$ cat src/afs_params.svh
`ifndef AFS_PARAMS_SVH
`define AFS_PARAMS_SVH

// register offsets
`define AFS_OFS_LIVE_TR 8'h47
`define AFS_OFS_LIVE_TB 8'h48
`define AFS_OFS_LT_PROT 8'h49
`define AFS_OFS_LT_DIAG 8'h4A
`define AFS_OFS_LT_CS 8'h4B
`define AFS_OFS_LT_TR 8'h4F
`define AFS_OFS_LT_TB 8'h50
`define AFS_OFS_LT_CET 8'h51
`define AFS_OFS_BAT_HI 8'h52
`define AFS_OFS_BAT_LO 8'h53
`define AFS_OFS_MASK0 8'h3B
`define AFS_OFS_MASK1 8'h3C
`define AFS_OFS_MASK4 8'h3D
`define AFS_OFS_MASK2 8'h40
`define AFS_OFS_MASK3 8'h41
`define AFS_OFS_CFG 8'h5C

// reset values
`define AFS_RST_MASK0 8'hFC
`define AFS_RST_MASK1 8'hBE
`define AFS_RST_MASK4 8'hDF
`define AFS_RST_MASK2 8'hF6
`define AFS_RST_MASK3 8'h00
`define AFS_RST_SEL 2'h1

// field positions
`define AFS_CFG_CLR 2
`define AFS_DIAG_CRC 6
`define AFS_DIAG_DONE 5
`define AFS_DIAG_CODE 3
`define AFS_CS_PLL 7
`define AFS_CS_BATUV 5
`define AFS_PROT_CLKERR 2

// timing
`define AFS_CLK_HZ 10000000
`define AFS_PULSE_MS 2
`define AFS_PERIOD_MS 4

`endif

$ cat src/afs_pkg.sv
package afs_pkg;

    // register port request
    typedef struct packed {
        logic rd;
        logic wr;
        logic [7:0] addr;
        logic [7:0] wdata;
    } afs_regreq_t;

    // live conditions from the device
    typedef struct packed {
        logic [7:0] temp_reg;
        logic [7:0] thermal_bop;
        logic [7:0] protect;
        logic otp_crc;
        logic pll_err;
        logic bat_uv;
    } afs_live_t;

    // load diagnostic result
    typedef struct packed {
        logic done;
        logic [1:0] code;
    } afs_diag_t;

    // port clock error kind, 1 = detected
    typedef struct packed {
        logic invalid_ratio;
        logic rate_changed;
        logic ratio_changed;
    } afs_clkerr_t;

    // interrupt pulse generator
    typedef enum logic [1:0] {
        AFS_IDLE,
        AFS_HIGH,
        AFS_WAIT
    } afs_pulse_state_t;

endpackage

$ cat src/afs_status_flags.sv
// What this block does
// - Bits 7..4 of the first live register show die temperature over 105C, 115C, 125C, 135C.
// - Bits 3..0 of that register show regulator under/overvoltage, overload, supply undervolt.
// - A second live register shows thermal thresholds 2 and 1, supply diff, brownout and levels.
// - A latched register holds brownout mute/hold, limiter, port clock, overcurrent, overtemp.
// - A port clock error also records its kind in a latched type register.
// - Checksum error latches in bit 6 and diagnostic completion in bit 5 of the diag register.
// - Bits 4..3 of the diag register give the load result: normal, open, short, reserved.
// - A register latches a PLL error in bit 7 and battery undervolt in bit 5, other bits zero.
// - Latched copies of temperature and regulator events use the live register layout.
// - Latched copies of thermal, supply diff and brownout events use the live layout.
// - The type register marks invalid ratio in bit 2, rate change in 1, ratio change in 0.
// - The rate change type bit reads 0 when detected and 1 when not.
// - The 12-bit battery code reads as bits 11..4 high and 3..0 in the low upper nibble.
// - Writing 1 to the clear bit empties all latched registers except what an event in the clearing cycle sets, and the bit returns to 0.
// - The interrupt pin follows live, latched, one pulse per event or repeated pulses.
// - A mask bit of 1 keeps that event off the interrupt pin, except the checksum error, which ignores its mask bit.
`timescale 1ns/1ps
`default_nettype none
`include "afs_params.svh"

module afs_status_flags #(
    parameter int unsigned PULSE_CYC = `AFS_PULSE_MS * (`AFS_CLK_HZ / 1000),
    parameter int unsigned PERIOD_CYC = `AFS_PERIOD_MS * (`AFS_CLK_HZ / 1000)
) (
    // clock and reset
    input wire logic clk_sys,
    input wire logic rstn,
    // register port
    input wire afs_pkg::afs_regreq_t reg_req,
    output logic [7:0] reg_rdata,
    output logic reg_rvalid,
    // device conditions
    input wire afs_pkg::afs_live_t live_in,
    input wire afs_pkg::afs_diag_t diag_in,
    input wire afs_pkg::afs_clkerr_t clkerr_in,
    input wire logic [11:0] bat_code_in,
    input wire logic bat_code_valid,
    // interrupt pin, active low
    output logic irq_n
);
    import afs_pkg::*;

    // sticky update, set wins over clear
    function automatic logic [7:0] f_stick(
        input logic [7:0] old,
        input logic [7:0] set,
        input logic clr
    );
        f_stick = (clr ? 8'h00 : old) | set;
    endfunction

    // any unmasked bit
    function automatic logic f_hit(input logic [7:0] v, input logic [7:0] m);
        f_hit = |(v & ~m);
    endfunction

    logic [7:0] lt_prot_reg, lt_prot_next;
    logic [7:0] lt_tr_reg, lt_tr_next;
    logic [7:0] lt_tb_reg, lt_tb_next;
    logic [7:0] lt_diag_reg, lt_diag_next;
    logic [7:0] lt_cs_reg, lt_cs_next;
    logic [2:0] cet_reg, cet_next;
    logic [11:0] bat_reg;
    logic [7:0] mask0_reg, mask1_reg, mask2_reg, mask3_reg, mask4_reg;
    logic [1:0] sel_reg;
    logic clr_reg;
    logic [7:0] rd_mux;
    logic irq_n_reg;
    afs_pulse_state_t st_reg, st_next;
    logic [15:0] cnt_reg, cnt_next;
    logic live_hit_d_reg;

    // write decode
    wire wr_cfg = reg_req.wr && reg_req.addr == `AFS_OFS_CFG;
    wire wr_m0 = reg_req.wr && reg_req.addr == `AFS_OFS_MASK0;
    wire wr_m1 = reg_req.wr && reg_req.addr == `AFS_OFS_MASK1;
    wire wr_m2 = reg_req.wr && reg_req.addr == `AFS_OFS_MASK2;
    wire wr_m3 = reg_req.wr && reg_req.addr == `AFS_OFS_MASK3;
    wire wr_m4 = reg_req.wr && reg_req.addr == `AFS_OFS_MASK4;

    // live vectors in latched layout
    wire [7:0] diag_live = {1'b0, live_in.otp_crc, diag_in.done,
                            (diag_in.done ? diag_in.code : 2'b00), 3'b000};
    wire [7:0] cs_live = {live_in.pll_err, 1'b0, live_in.bat_uv, 5'h00};
    wire clk_err = live_in.protect[`AFS_PROT_CLKERR];

    assign lt_prot_next = f_stick(lt_prot_reg, live_in.protect, clr_reg);
    assign lt_tr_next = f_stick(lt_tr_reg, live_in.temp_reg, clr_reg);
    assign lt_tb_next = f_stick(lt_tb_reg, live_in.thermal_bop, clr_reg);
    assign lt_diag_next = f_stick(lt_diag_reg, diag_live, clr_reg);
    assign lt_cs_next = f_stick(lt_cs_reg, cs_live, clr_reg);

    assign cet_next = clk_err ? {clkerr_in.invalid_ratio, ~clkerr_in.rate_changed,
                                 clkerr_in.ratio_changed}
                    : (clr_reg ? 3'b000 : cet_reg);

    // latched flag registers
    always_ff @(posedge clk_sys or negedge rstn) begin
        if (!rstn) begin
            lt_prot_reg <= 8'h00;
            lt_tr_reg <= 8'h00;
            lt_tb_reg <= 8'h00;
            lt_diag_reg <= 8'h00;
            lt_cs_reg <= 8'h00;
            cet_reg <= 3'b000;
        end else begin
            lt_prot_reg <= lt_prot_next;
            lt_tr_reg <= lt_tr_next;
            lt_tb_reg <= lt_tb_next;
            lt_diag_reg <= lt_diag_next;
            lt_cs_reg <= lt_cs_next;
            cet_reg <= cet_next;
        end
    end

    always_ff @(posedge clk_sys or negedge rstn) begin
        if (!rstn) begin
            bat_reg <= 12'h000;
        end else if (bat_code_valid) begin
            bat_reg <= bat_code_in;
        end
    end

    // mask and config registers
    always_ff @(posedge clk_sys or negedge rstn) begin
        if (!rstn) begin
            mask0_reg <= `AFS_RST_MASK0;
            mask1_reg <= `AFS_RST_MASK1;
            mask2_reg <= `AFS_RST_MASK2;
            mask3_reg <= `AFS_RST_MASK3;
            mask4_reg <= `AFS_RST_MASK4;
            sel_reg <= `AFS_RST_SEL;
        end else begin
            if (wr_m0) mask0_reg <= reg_req.wdata;
            if (wr_m1) mask1_reg <= reg_req.wdata;
            if (wr_m2) mask2_reg <= reg_req.wdata;
            if (wr_m3) mask3_reg <= reg_req.wdata;
            if (wr_m4) mask4_reg <= reg_req.wdata;
            if (wr_cfg) sel_reg <= reg_req.wdata[1:0];
        end
    end

    always_ff @(posedge clk_sys or negedge rstn) begin
        if (!rstn) begin
            clr_reg <= 1'b0;
        end else begin
            clr_reg <= wr_cfg && reg_req.wdata[`AFS_CFG_CLR];
        end
    end

    // read select
    always_comb begin
        rd_mux = 8'h00;
        unique case (reg_req.addr)
            `AFS_OFS_LIVE_TR: rd_mux = live_in.temp_reg;
            `AFS_OFS_LIVE_TB: rd_mux = live_in.thermal_bop;
            `AFS_OFS_LT_PROT: rd_mux = lt_prot_reg;
            `AFS_OFS_LT_DIAG: rd_mux = lt_diag_reg;
            `AFS_OFS_LT_CS: rd_mux = lt_cs_reg;
            `AFS_OFS_LT_TR: rd_mux = lt_tr_reg;
            `AFS_OFS_LT_TB: rd_mux = lt_tb_reg;
            `AFS_OFS_LT_CET: rd_mux = {5'h00, cet_reg};
            `AFS_OFS_BAT_HI: rd_mux = bat_reg[11:4];
            `AFS_OFS_BAT_LO: rd_mux = {bat_reg[3:0], 4'h0};
            `AFS_OFS_MASK0: rd_mux = mask0_reg;
            `AFS_OFS_MASK1: rd_mux = mask1_reg;
            `AFS_OFS_MASK2: rd_mux = mask2_reg;
            `AFS_OFS_MASK3: rd_mux = mask3_reg;
            `AFS_OFS_MASK4: rd_mux = mask4_reg;
            `AFS_OFS_CFG: rd_mux = {5'h00, clr_reg, sel_reg};
            default: rd_mux = 8'h00;
        endcase
    end

    // read data register
    always_ff @(posedge clk_sys or negedge rstn) begin
        if (!rstn) begin
            reg_rdata <= 8'h00;
            reg_rvalid <= 1'b0;
        end else begin
            reg_rvalid <= reg_req.rd;
            if (reg_req.rd) reg_rdata <= rd_mux;
        end
    end

    wire live_hit = f_hit(live_in.temp_reg, mask2_reg)
                  | f_hit(live_in.thermal_bop, mask3_reg)
                  | f_hit(live_in.protect, mask0_reg)
                  | f_hit(diag_live & 8'h38, mask1_reg)
                  | f_hit(cs_live, mask4_reg)
                  | live_in.otp_crc;
    wire lat_hit = f_hit(lt_tr_reg, mask2_reg)
                 | f_hit(lt_tb_reg, mask3_reg)
                 | f_hit(lt_prot_reg, mask0_reg)
                 | f_hit(lt_diag_reg & 8'h38, mask1_reg)
                 | f_hit(lt_cs_reg, mask4_reg)
                 | lt_diag_reg[`AFS_DIAG_CRC];

    wire live_rise = live_hit && !live_hit_d_reg;
    wire trig = (sel_reg == 2'b10 && live_rise) || (sel_reg == 2'b11 && lat_hit);
    wire pulse_end = cnt_reg == 16'(PULSE_CYC - 1);
    wire period_end = cnt_reg == 16'(PERIOD_CYC - 1);

    // pulse generator next state
    always_comb begin
        st_next = st_reg;
        cnt_next = cnt_reg + 16'h0001;
        unique case (st_reg)
            AFS_IDLE: begin
                cnt_next = 16'h0000;
                if (trig) st_next = AFS_HIGH;
            end
            AFS_HIGH: begin
                if (pulse_end) st_next = (sel_reg == 2'b11) ? AFS_WAIT : AFS_IDLE;
                if (pulse_end && sel_reg != 2'b11) cnt_next = 16'h0000;
            end
            AFS_WAIT: begin
                if (period_end) begin
                    st_next = (sel_reg == 2'b11 && lat_hit) ? AFS_HIGH : AFS_IDLE;
                    cnt_next = 16'h0000;
                end
            end
            default: begin
                st_next = AFS_IDLE;
                cnt_next = 16'h0000;
            end
        endcase
    end

    wire irq_on = (sel_reg == 2'b00) ? live_hit
                : (sel_reg == 2'b01) ? lat_hit
                : (st_reg == AFS_HIGH);

    // pulse state and pin register
    always_ff @(posedge clk_sys or negedge rstn) begin
        if (!rstn) begin
            st_reg <= AFS_IDLE;
            cnt_reg <= 16'h0000;
            live_hit_d_reg <= 1'b0;
            irq_n_reg <= 1'b1;
        end else begin
            st_reg <= st_next;
            cnt_reg <= cnt_next;
            live_hit_d_reg <= live_hit;
            irq_n_reg <= ~irq_on;
        end
    end

    assign irq_n = irq_n_reg;

    // live temperature readback
    property p_live_temp;
        @(posedge clk_sys) disable iff (!rstn)
        reg_req.rd && reg_req.addr == `AFS_OFS_LIVE_TR
        |=> reg_rdata == $past(live_in.temp_reg) && reg_rvalid;
    endproperty
    a_live_temp: assert property (p_live_temp) else $error("live temp readback wrong");

    // live thermal readback
    property p_live_tb;
        @(posedge clk_sys) disable iff (!rstn)
        reg_req.rd && reg_req.addr == `AFS_OFS_LIVE_TB
        |=> reg_rdata == $past(live_in.thermal_bop);
    endproperty
    a_live_tb: assert property (p_live_tb) else $error("live thermal readback wrong");

    // latch holds after live drops
    property p_sticky;
        @(posedge clk_sys) disable iff (!rstn)
        live_in.protect[0] ##1 !clr_reg [*2] |-> lt_prot_reg[0];
    endproperty
    a_sticky: assert property (p_sticky) else $error("latched bit not held");

    // clear empties latch
    property p_clear;
        @(posedge clk_sys) disable iff (!rstn)
        clr_reg && live_in.temp_reg == 8'h00 |=> lt_tr_reg == 8'h00;
    endproperty
    a_clear: assert property (p_clear) else $error("clear did not empty latch");

    // clear bit self clears
    property p_clr_self;
        @(posedge clk_sys) disable iff (!rstn)
        $rose(clr_reg) && !wr_cfg |=> !clr_reg;
    endproperty
    a_clr_self: assert property (p_clr_self) else $error("clear bit stuck");

    // inverted rate change bit
    property p_rate_inv;
        @(posedge clk_sys) disable iff (!rstn)
        clk_err |=> cet_reg[1] == !$past(clkerr_in.rate_changed);
    endproperty
    a_rate_inv: assert property (p_rate_inv) else $error("rate type encoding wrong");

    // battery capture
    property p_bat;
        @(posedge clk_sys) disable iff (!rstn)
        bat_code_valid |=> bat_reg == $past(bat_code_in);
    endproperty
    a_bat: assert property (p_bat) else $error("battery code not captured");

    // reserved bits of pll register
    property p_cs_zero;
        @(posedge clk_sys) disable iff (!rstn)
        reg_req.rd && reg_req.addr == `AFS_OFS_LT_CS |=> (reg_rdata & 8'h5F) == 8'h00;
    endproperty
    a_cs_zero: assert property (p_cs_zero) else $error("reserved bits not zero");

    // live mode drives pin
    property p_live_pin;
        @(posedge clk_sys) disable iff (!rstn)
        sel_reg == 2'b00 && live_hit |=> !irq_n;
    endproperty
    a_live_pin: assert property (p_live_pin) else $error("live mode pin idle");

    // pulse length bounded
    property p_pulse_len;
        @(posedge clk_sys) disable iff (!rstn)
        st_reg == AFS_HIGH |-> cnt_reg < 16'(PULSE_CYC);
    endproperty
    a_pulse_len: assert property (p_pulse_len) else $error("pulse too long");

    // fully masked event stays off
    property p_mask;
        @(posedge clk_sys) disable iff (!rstn)
        mask0_reg[0] && live_in.protect == 8'h01 && live_in.temp_reg == 8'h00
        && live_in.thermal_bop == 8'h00 && cs_live == 8'h00 && diag_live == 8'h00 |-> !live_hit;
    endproperty
    a_mask: assert property (p_mask) else $error("masked event reached pin");

endmodule

`default_nettype wire

$ cat config.mk
export PLATFORM = sky130hd
export DESIGN_NAME = afs_status_flags
export DESIGN_NICKNAME = d
export VERILOG_FILES = /design/src/afs_pkg.sv /design/src/afs_status_flags.sv
export VERILOG_INCLUDE_DIRS = /design/src
export SDC_FILE = /design/constraint.sdc
export NUM_CORES = 1
export LEC_CHECK = 0
export ABC_AREA = 1
export CORE_MARGIN = 10
export CORE_UTILIZATION = 51
export DETAILED_ROUTE_END_ITERATION = 12
export DONT_BUFFER_PORTS = 1
export PLACE_DENSITY = 0.78
export SLEW_MARGIN = 20
export SYNTH_ARGS = -nofsm -noshare
export SYNTH_HDL_FRONTEND = slang
export SYNTH_SLANG_ARGS = --single-unit
$ cat constraint.sdc
create_clock -name clk_sys -period 1.5 [get_ports clk_sys]
set_input_delay 0.3 -clock clk_sys [delete_from_list [all_inputs] [get_ports clk_sys]]
set_output_delay 0.3 -clock clk_sys [all_outputs]
set_load 0.1 [all_outputs]
==> out/metrics.cfg <==
[pwr]
combinationalPowerShare_pct = 11.9
power.leakage_nw = 3.77
p_per_area_nw_per_um2 = 1050
p_switching_mw = 2.25
p_int_mw = 5.89
ir_drop_uv = 725
swShare_pct = 27.6
power.share.clock_pct = 46.0
power_frac_seq_pct = 42.1

[synthesis]
synth_flop_cell = dfrtp_1
synth_cell_types = 37
async_flop_share_pct = 100
synth_seq_cells = 117
ys_seq_area_share_pct = 48.5
syn_avg_cell_area_um2 = 7.75
synth_nets = 859
netlist_area_um2 = 6110
synth_edf_count = 0
synthCells = 788
yosys_warnings = 0

[route]
firstDrtPassIters = 7
ant_nets = 0
viasPerCell = 5.52
routed_wl_mm = 19.2
avgRoutedWirePerCell_um = 18.0
dr.first_iter.drc_count = 812
drc = 0
vias = 5875

[outcome]
violations = negative hold slack, negative setup slack
outcome = finished with violations

[worst_setup_path]
crit_top_cell = nand2_1
worstPathRequired_ns = 1.83
critPathKind = flop to flop
crit_fanout = 3
cpMaxStageDelayCell = dfrtp_1
cpLargestDelayFamily = simple AND/OR/NAND/NOR gates
crit_path_cell_trace = ha_4, nand4_1, nor2_1, inv_1, nor2_1, nand2_1, nand2_1, nand2_1, inv_2, nand2_4, buf_6, nand3b_1, inv_1
path_buf_inv = 4
crit_arrival_ns = 2.02
cp-start-kind = flop
cp-end-kind = flop
max_stage_delay_ns = 0.38

[sta]
finalSetupViolations = 18
max_freq_mhz = 593
fin_crit_sh_pct = 112
fin_ws_ns = -0.187
finalHoldViolCount = 117
final_max_slew_viol_count = 0
rsz0062_at_grt = true
hold-worst-slack_ns = -0.434
worstMarginPinSlew_ns = 0.329
period_minus_slack_ns = 1.69
slew_headroom_pct = 78.0
finClkSkew_ns = 0.0129

[clocking]
cts_sinks = 117
h-tree-depth = 4
clock_latency_ns = 0.43
cts_buffer_depth = 2
postCtsHoldBufs = 29
root_buffer = clkbuf_16
cts_tree = yes
clkTransAtPathRegs_ns = 0.06
cts_buffers = 17

[final_layout]
fin_util_pct = 67.3
num-nets-final = 980
syn_to_final_growth_pct = 27.4
num_antenna_cells = 0
drive_gt1_share_pct = 23.4
fill_cells = 906
largest_reg_flops = 16

[grt]
grt_max_degree = 118
antenna_found_initial = 1
grt_pass1_wl_mm = 30.0
grtUsageTotal_pct = 23.3
grt_overflow = 0
grt_pass1_vias = 5637

[min_path]
min_path_type = input port to asynchronous set/reset pin

[floorplanning]
die_area_um2 = 16800
die_h_um = 129
placeableCoreArea_um2 = 11600
start_util_pct = 52.8
die_x_um = 129
num_rows = 39
top_level_ports = 76

[placement]
hpwlAfterDp_mm = 13.8
gp_congestion = 1.01
portBuffers = 0
post-place-ws_ns = -0.255

[run]
maxCapViolCount = 0

-- area by class of cell --
cell class              count  area, µm²  share of cell area, %
clock buffers              19        443                   5.69
clock inverters            13        101                   1.30
inverters                 104        390                   5.02
multi-input cells         555       2760                   35.4
flip-flops and latches    117       2960                   38.1
well taps                 143        179                   2.30
repair buffers            114        948                   12.2
-- power groups by stage --
| stage | Combinational [mW] | Clock [mW] | Sequential [mW] |
|---|---|---|---|
| detailed placement | 0.777 | 0 | 3.47 |
| CTS | 0.895 | 3.76 | 3.42 |
| global placement | 0.761 | 0 | 3.47 |
| global route | 1.06 | 3.90 | 3.45 |
| floorplan | 0.481 | 0 | 3.52 |
| finish | 0.967 | 3.74 | 3.43 |
-- what timing repair did --
action	in CTS	in global routing
gates resized for setup	7	29
hold endpoints to repair	154	117
pin swaps	2	15
setup endpoints to repair	19	19
cloned	0	0
buffers inserted	0	1
-- metal layers --
metal / vias to the layer above / track usage, % / wire length (µm) / share of wire, %
li1: 2726 / - / - / -
met2: 333 / 36.1 / 8700 / 45
met1: 2750 / 28.7 / 7630 / 40
met5: - / 0 / 0 / 0
met3: 66 / 7.42 / 2040 / 11
met4: 0 / 12.0 / 853 / 4.4
-- kinds of logic after synthesis --
| family | synth area share (%) |
|---|---|
| flops | 48.5 |
| xor+xnor | 1.15 |
| simple gates | 28.3 |
| mux | 2.21 |
| fa+ha+maj | 1.02 |
| compound gates | 10.9 |
| buf+inv | 7.89 |
-- path summary, 6_finish.rpt --
kind / startpoint / end / slack, ns / depth (start not counted)
max: cnt_reg[1] / cnt_reg[6] / -0.19 / 13
min: rstn / bat_reg[11] / -0.43 / 0
min reg2reg: reg_rdata[6] / reg_rdata[6] / 0.49 / 2
max in group asynchronous: rstn / mask4_reg[4] / 1.64 / 0
max reg2reg: cnt_reg[1] / cnt_reg[6] / -0.19 / 13
min in group clk_sys: live_in[17] / lt_tb_reg[6] / 0 / 2
-- through the flow --
step / instance area, µm² / power, mW / cells / hold slack (ns) / setup TNS [ns]
floorplan: 6110 / 4.00 / 788 / 0.00441 / -0.584
global placement: 6840 / 4.23 / 1003 / 0.00940 / -2.66
CTS: 7690 / 8.07 / 1064 / -0.439 / -2.83
finish: 7780 / 8.14 / 1065 / -0.434 / -2.35
global route: 7780 / 8.41 / 1065 / -0.444 / -4.58
detailed placement: 6840 / 4.25 / 1003 / 0.00925 / -4.46
-- cells in the final DEF, fill, tap and decap left out, types with 3 or more instances in the layout --
cell,synthesis,layout
mux2_2,12,12
clkbuf_16,0,17
o22ai_1,11,11
inv_1,99,95
o211ai_1,6,6
nor2_2,4,13
nor2_4,3,3
buf_4,2,82
clkinv_4,0,3
o21ai_2,8,10
inv_2,5,9
dlygate4sd3_1,0,29
nand4_1,6,6
xor2_1,5,5
dfrtp_1,90,90
nor2_1,69,60
clkinvlp_4,0,4
ha_1,5,4
a21o_1,11,11
dfstp_2,27,27
nor3_1,8,8
inv_6,0,4
nand3_2,2,3
nand2_1,279,269
nand3_1,28,27
xnor2_1,3,3
nand2_2,7,15
o21ai_1,1,3
o21ai_0,75,71
-- synthesized netlist by cell type (3+ instances only) --
cell / instances / area [µm²]
a21o_1: 11 / 82.6
buf_6: 5 / 56.3
clkbuf_1: 3 / 11.3
dfrtp_1: 90 / 2250
dfstp_2: 27 / 709
ha_1: 5 / 62.6
inv_1: 99 / 372
inv_2: 5 / 18.8
mux2_2: 12 / 135
nand2_1: 279 / 1050
nand2_2: 7 / 43.8
nand3_1: 28 / 140
nand4_1: 6 / 37.5
nor2_1: 69 / 259
nor2_2: 4 / 25.0
nor2_4: 3 / 33.8
nor3_1: 8 / 40.0
o211ai_1: 6 / 45.0
o21ai_0: 75 / 375
o21ai_2: 8 / 70.1
o22ai_1: 11 / 68.8
xnor2_1: 3 / 26.3
xor2_1: 5 / 43.8
(Power assumes the default switching activity.)
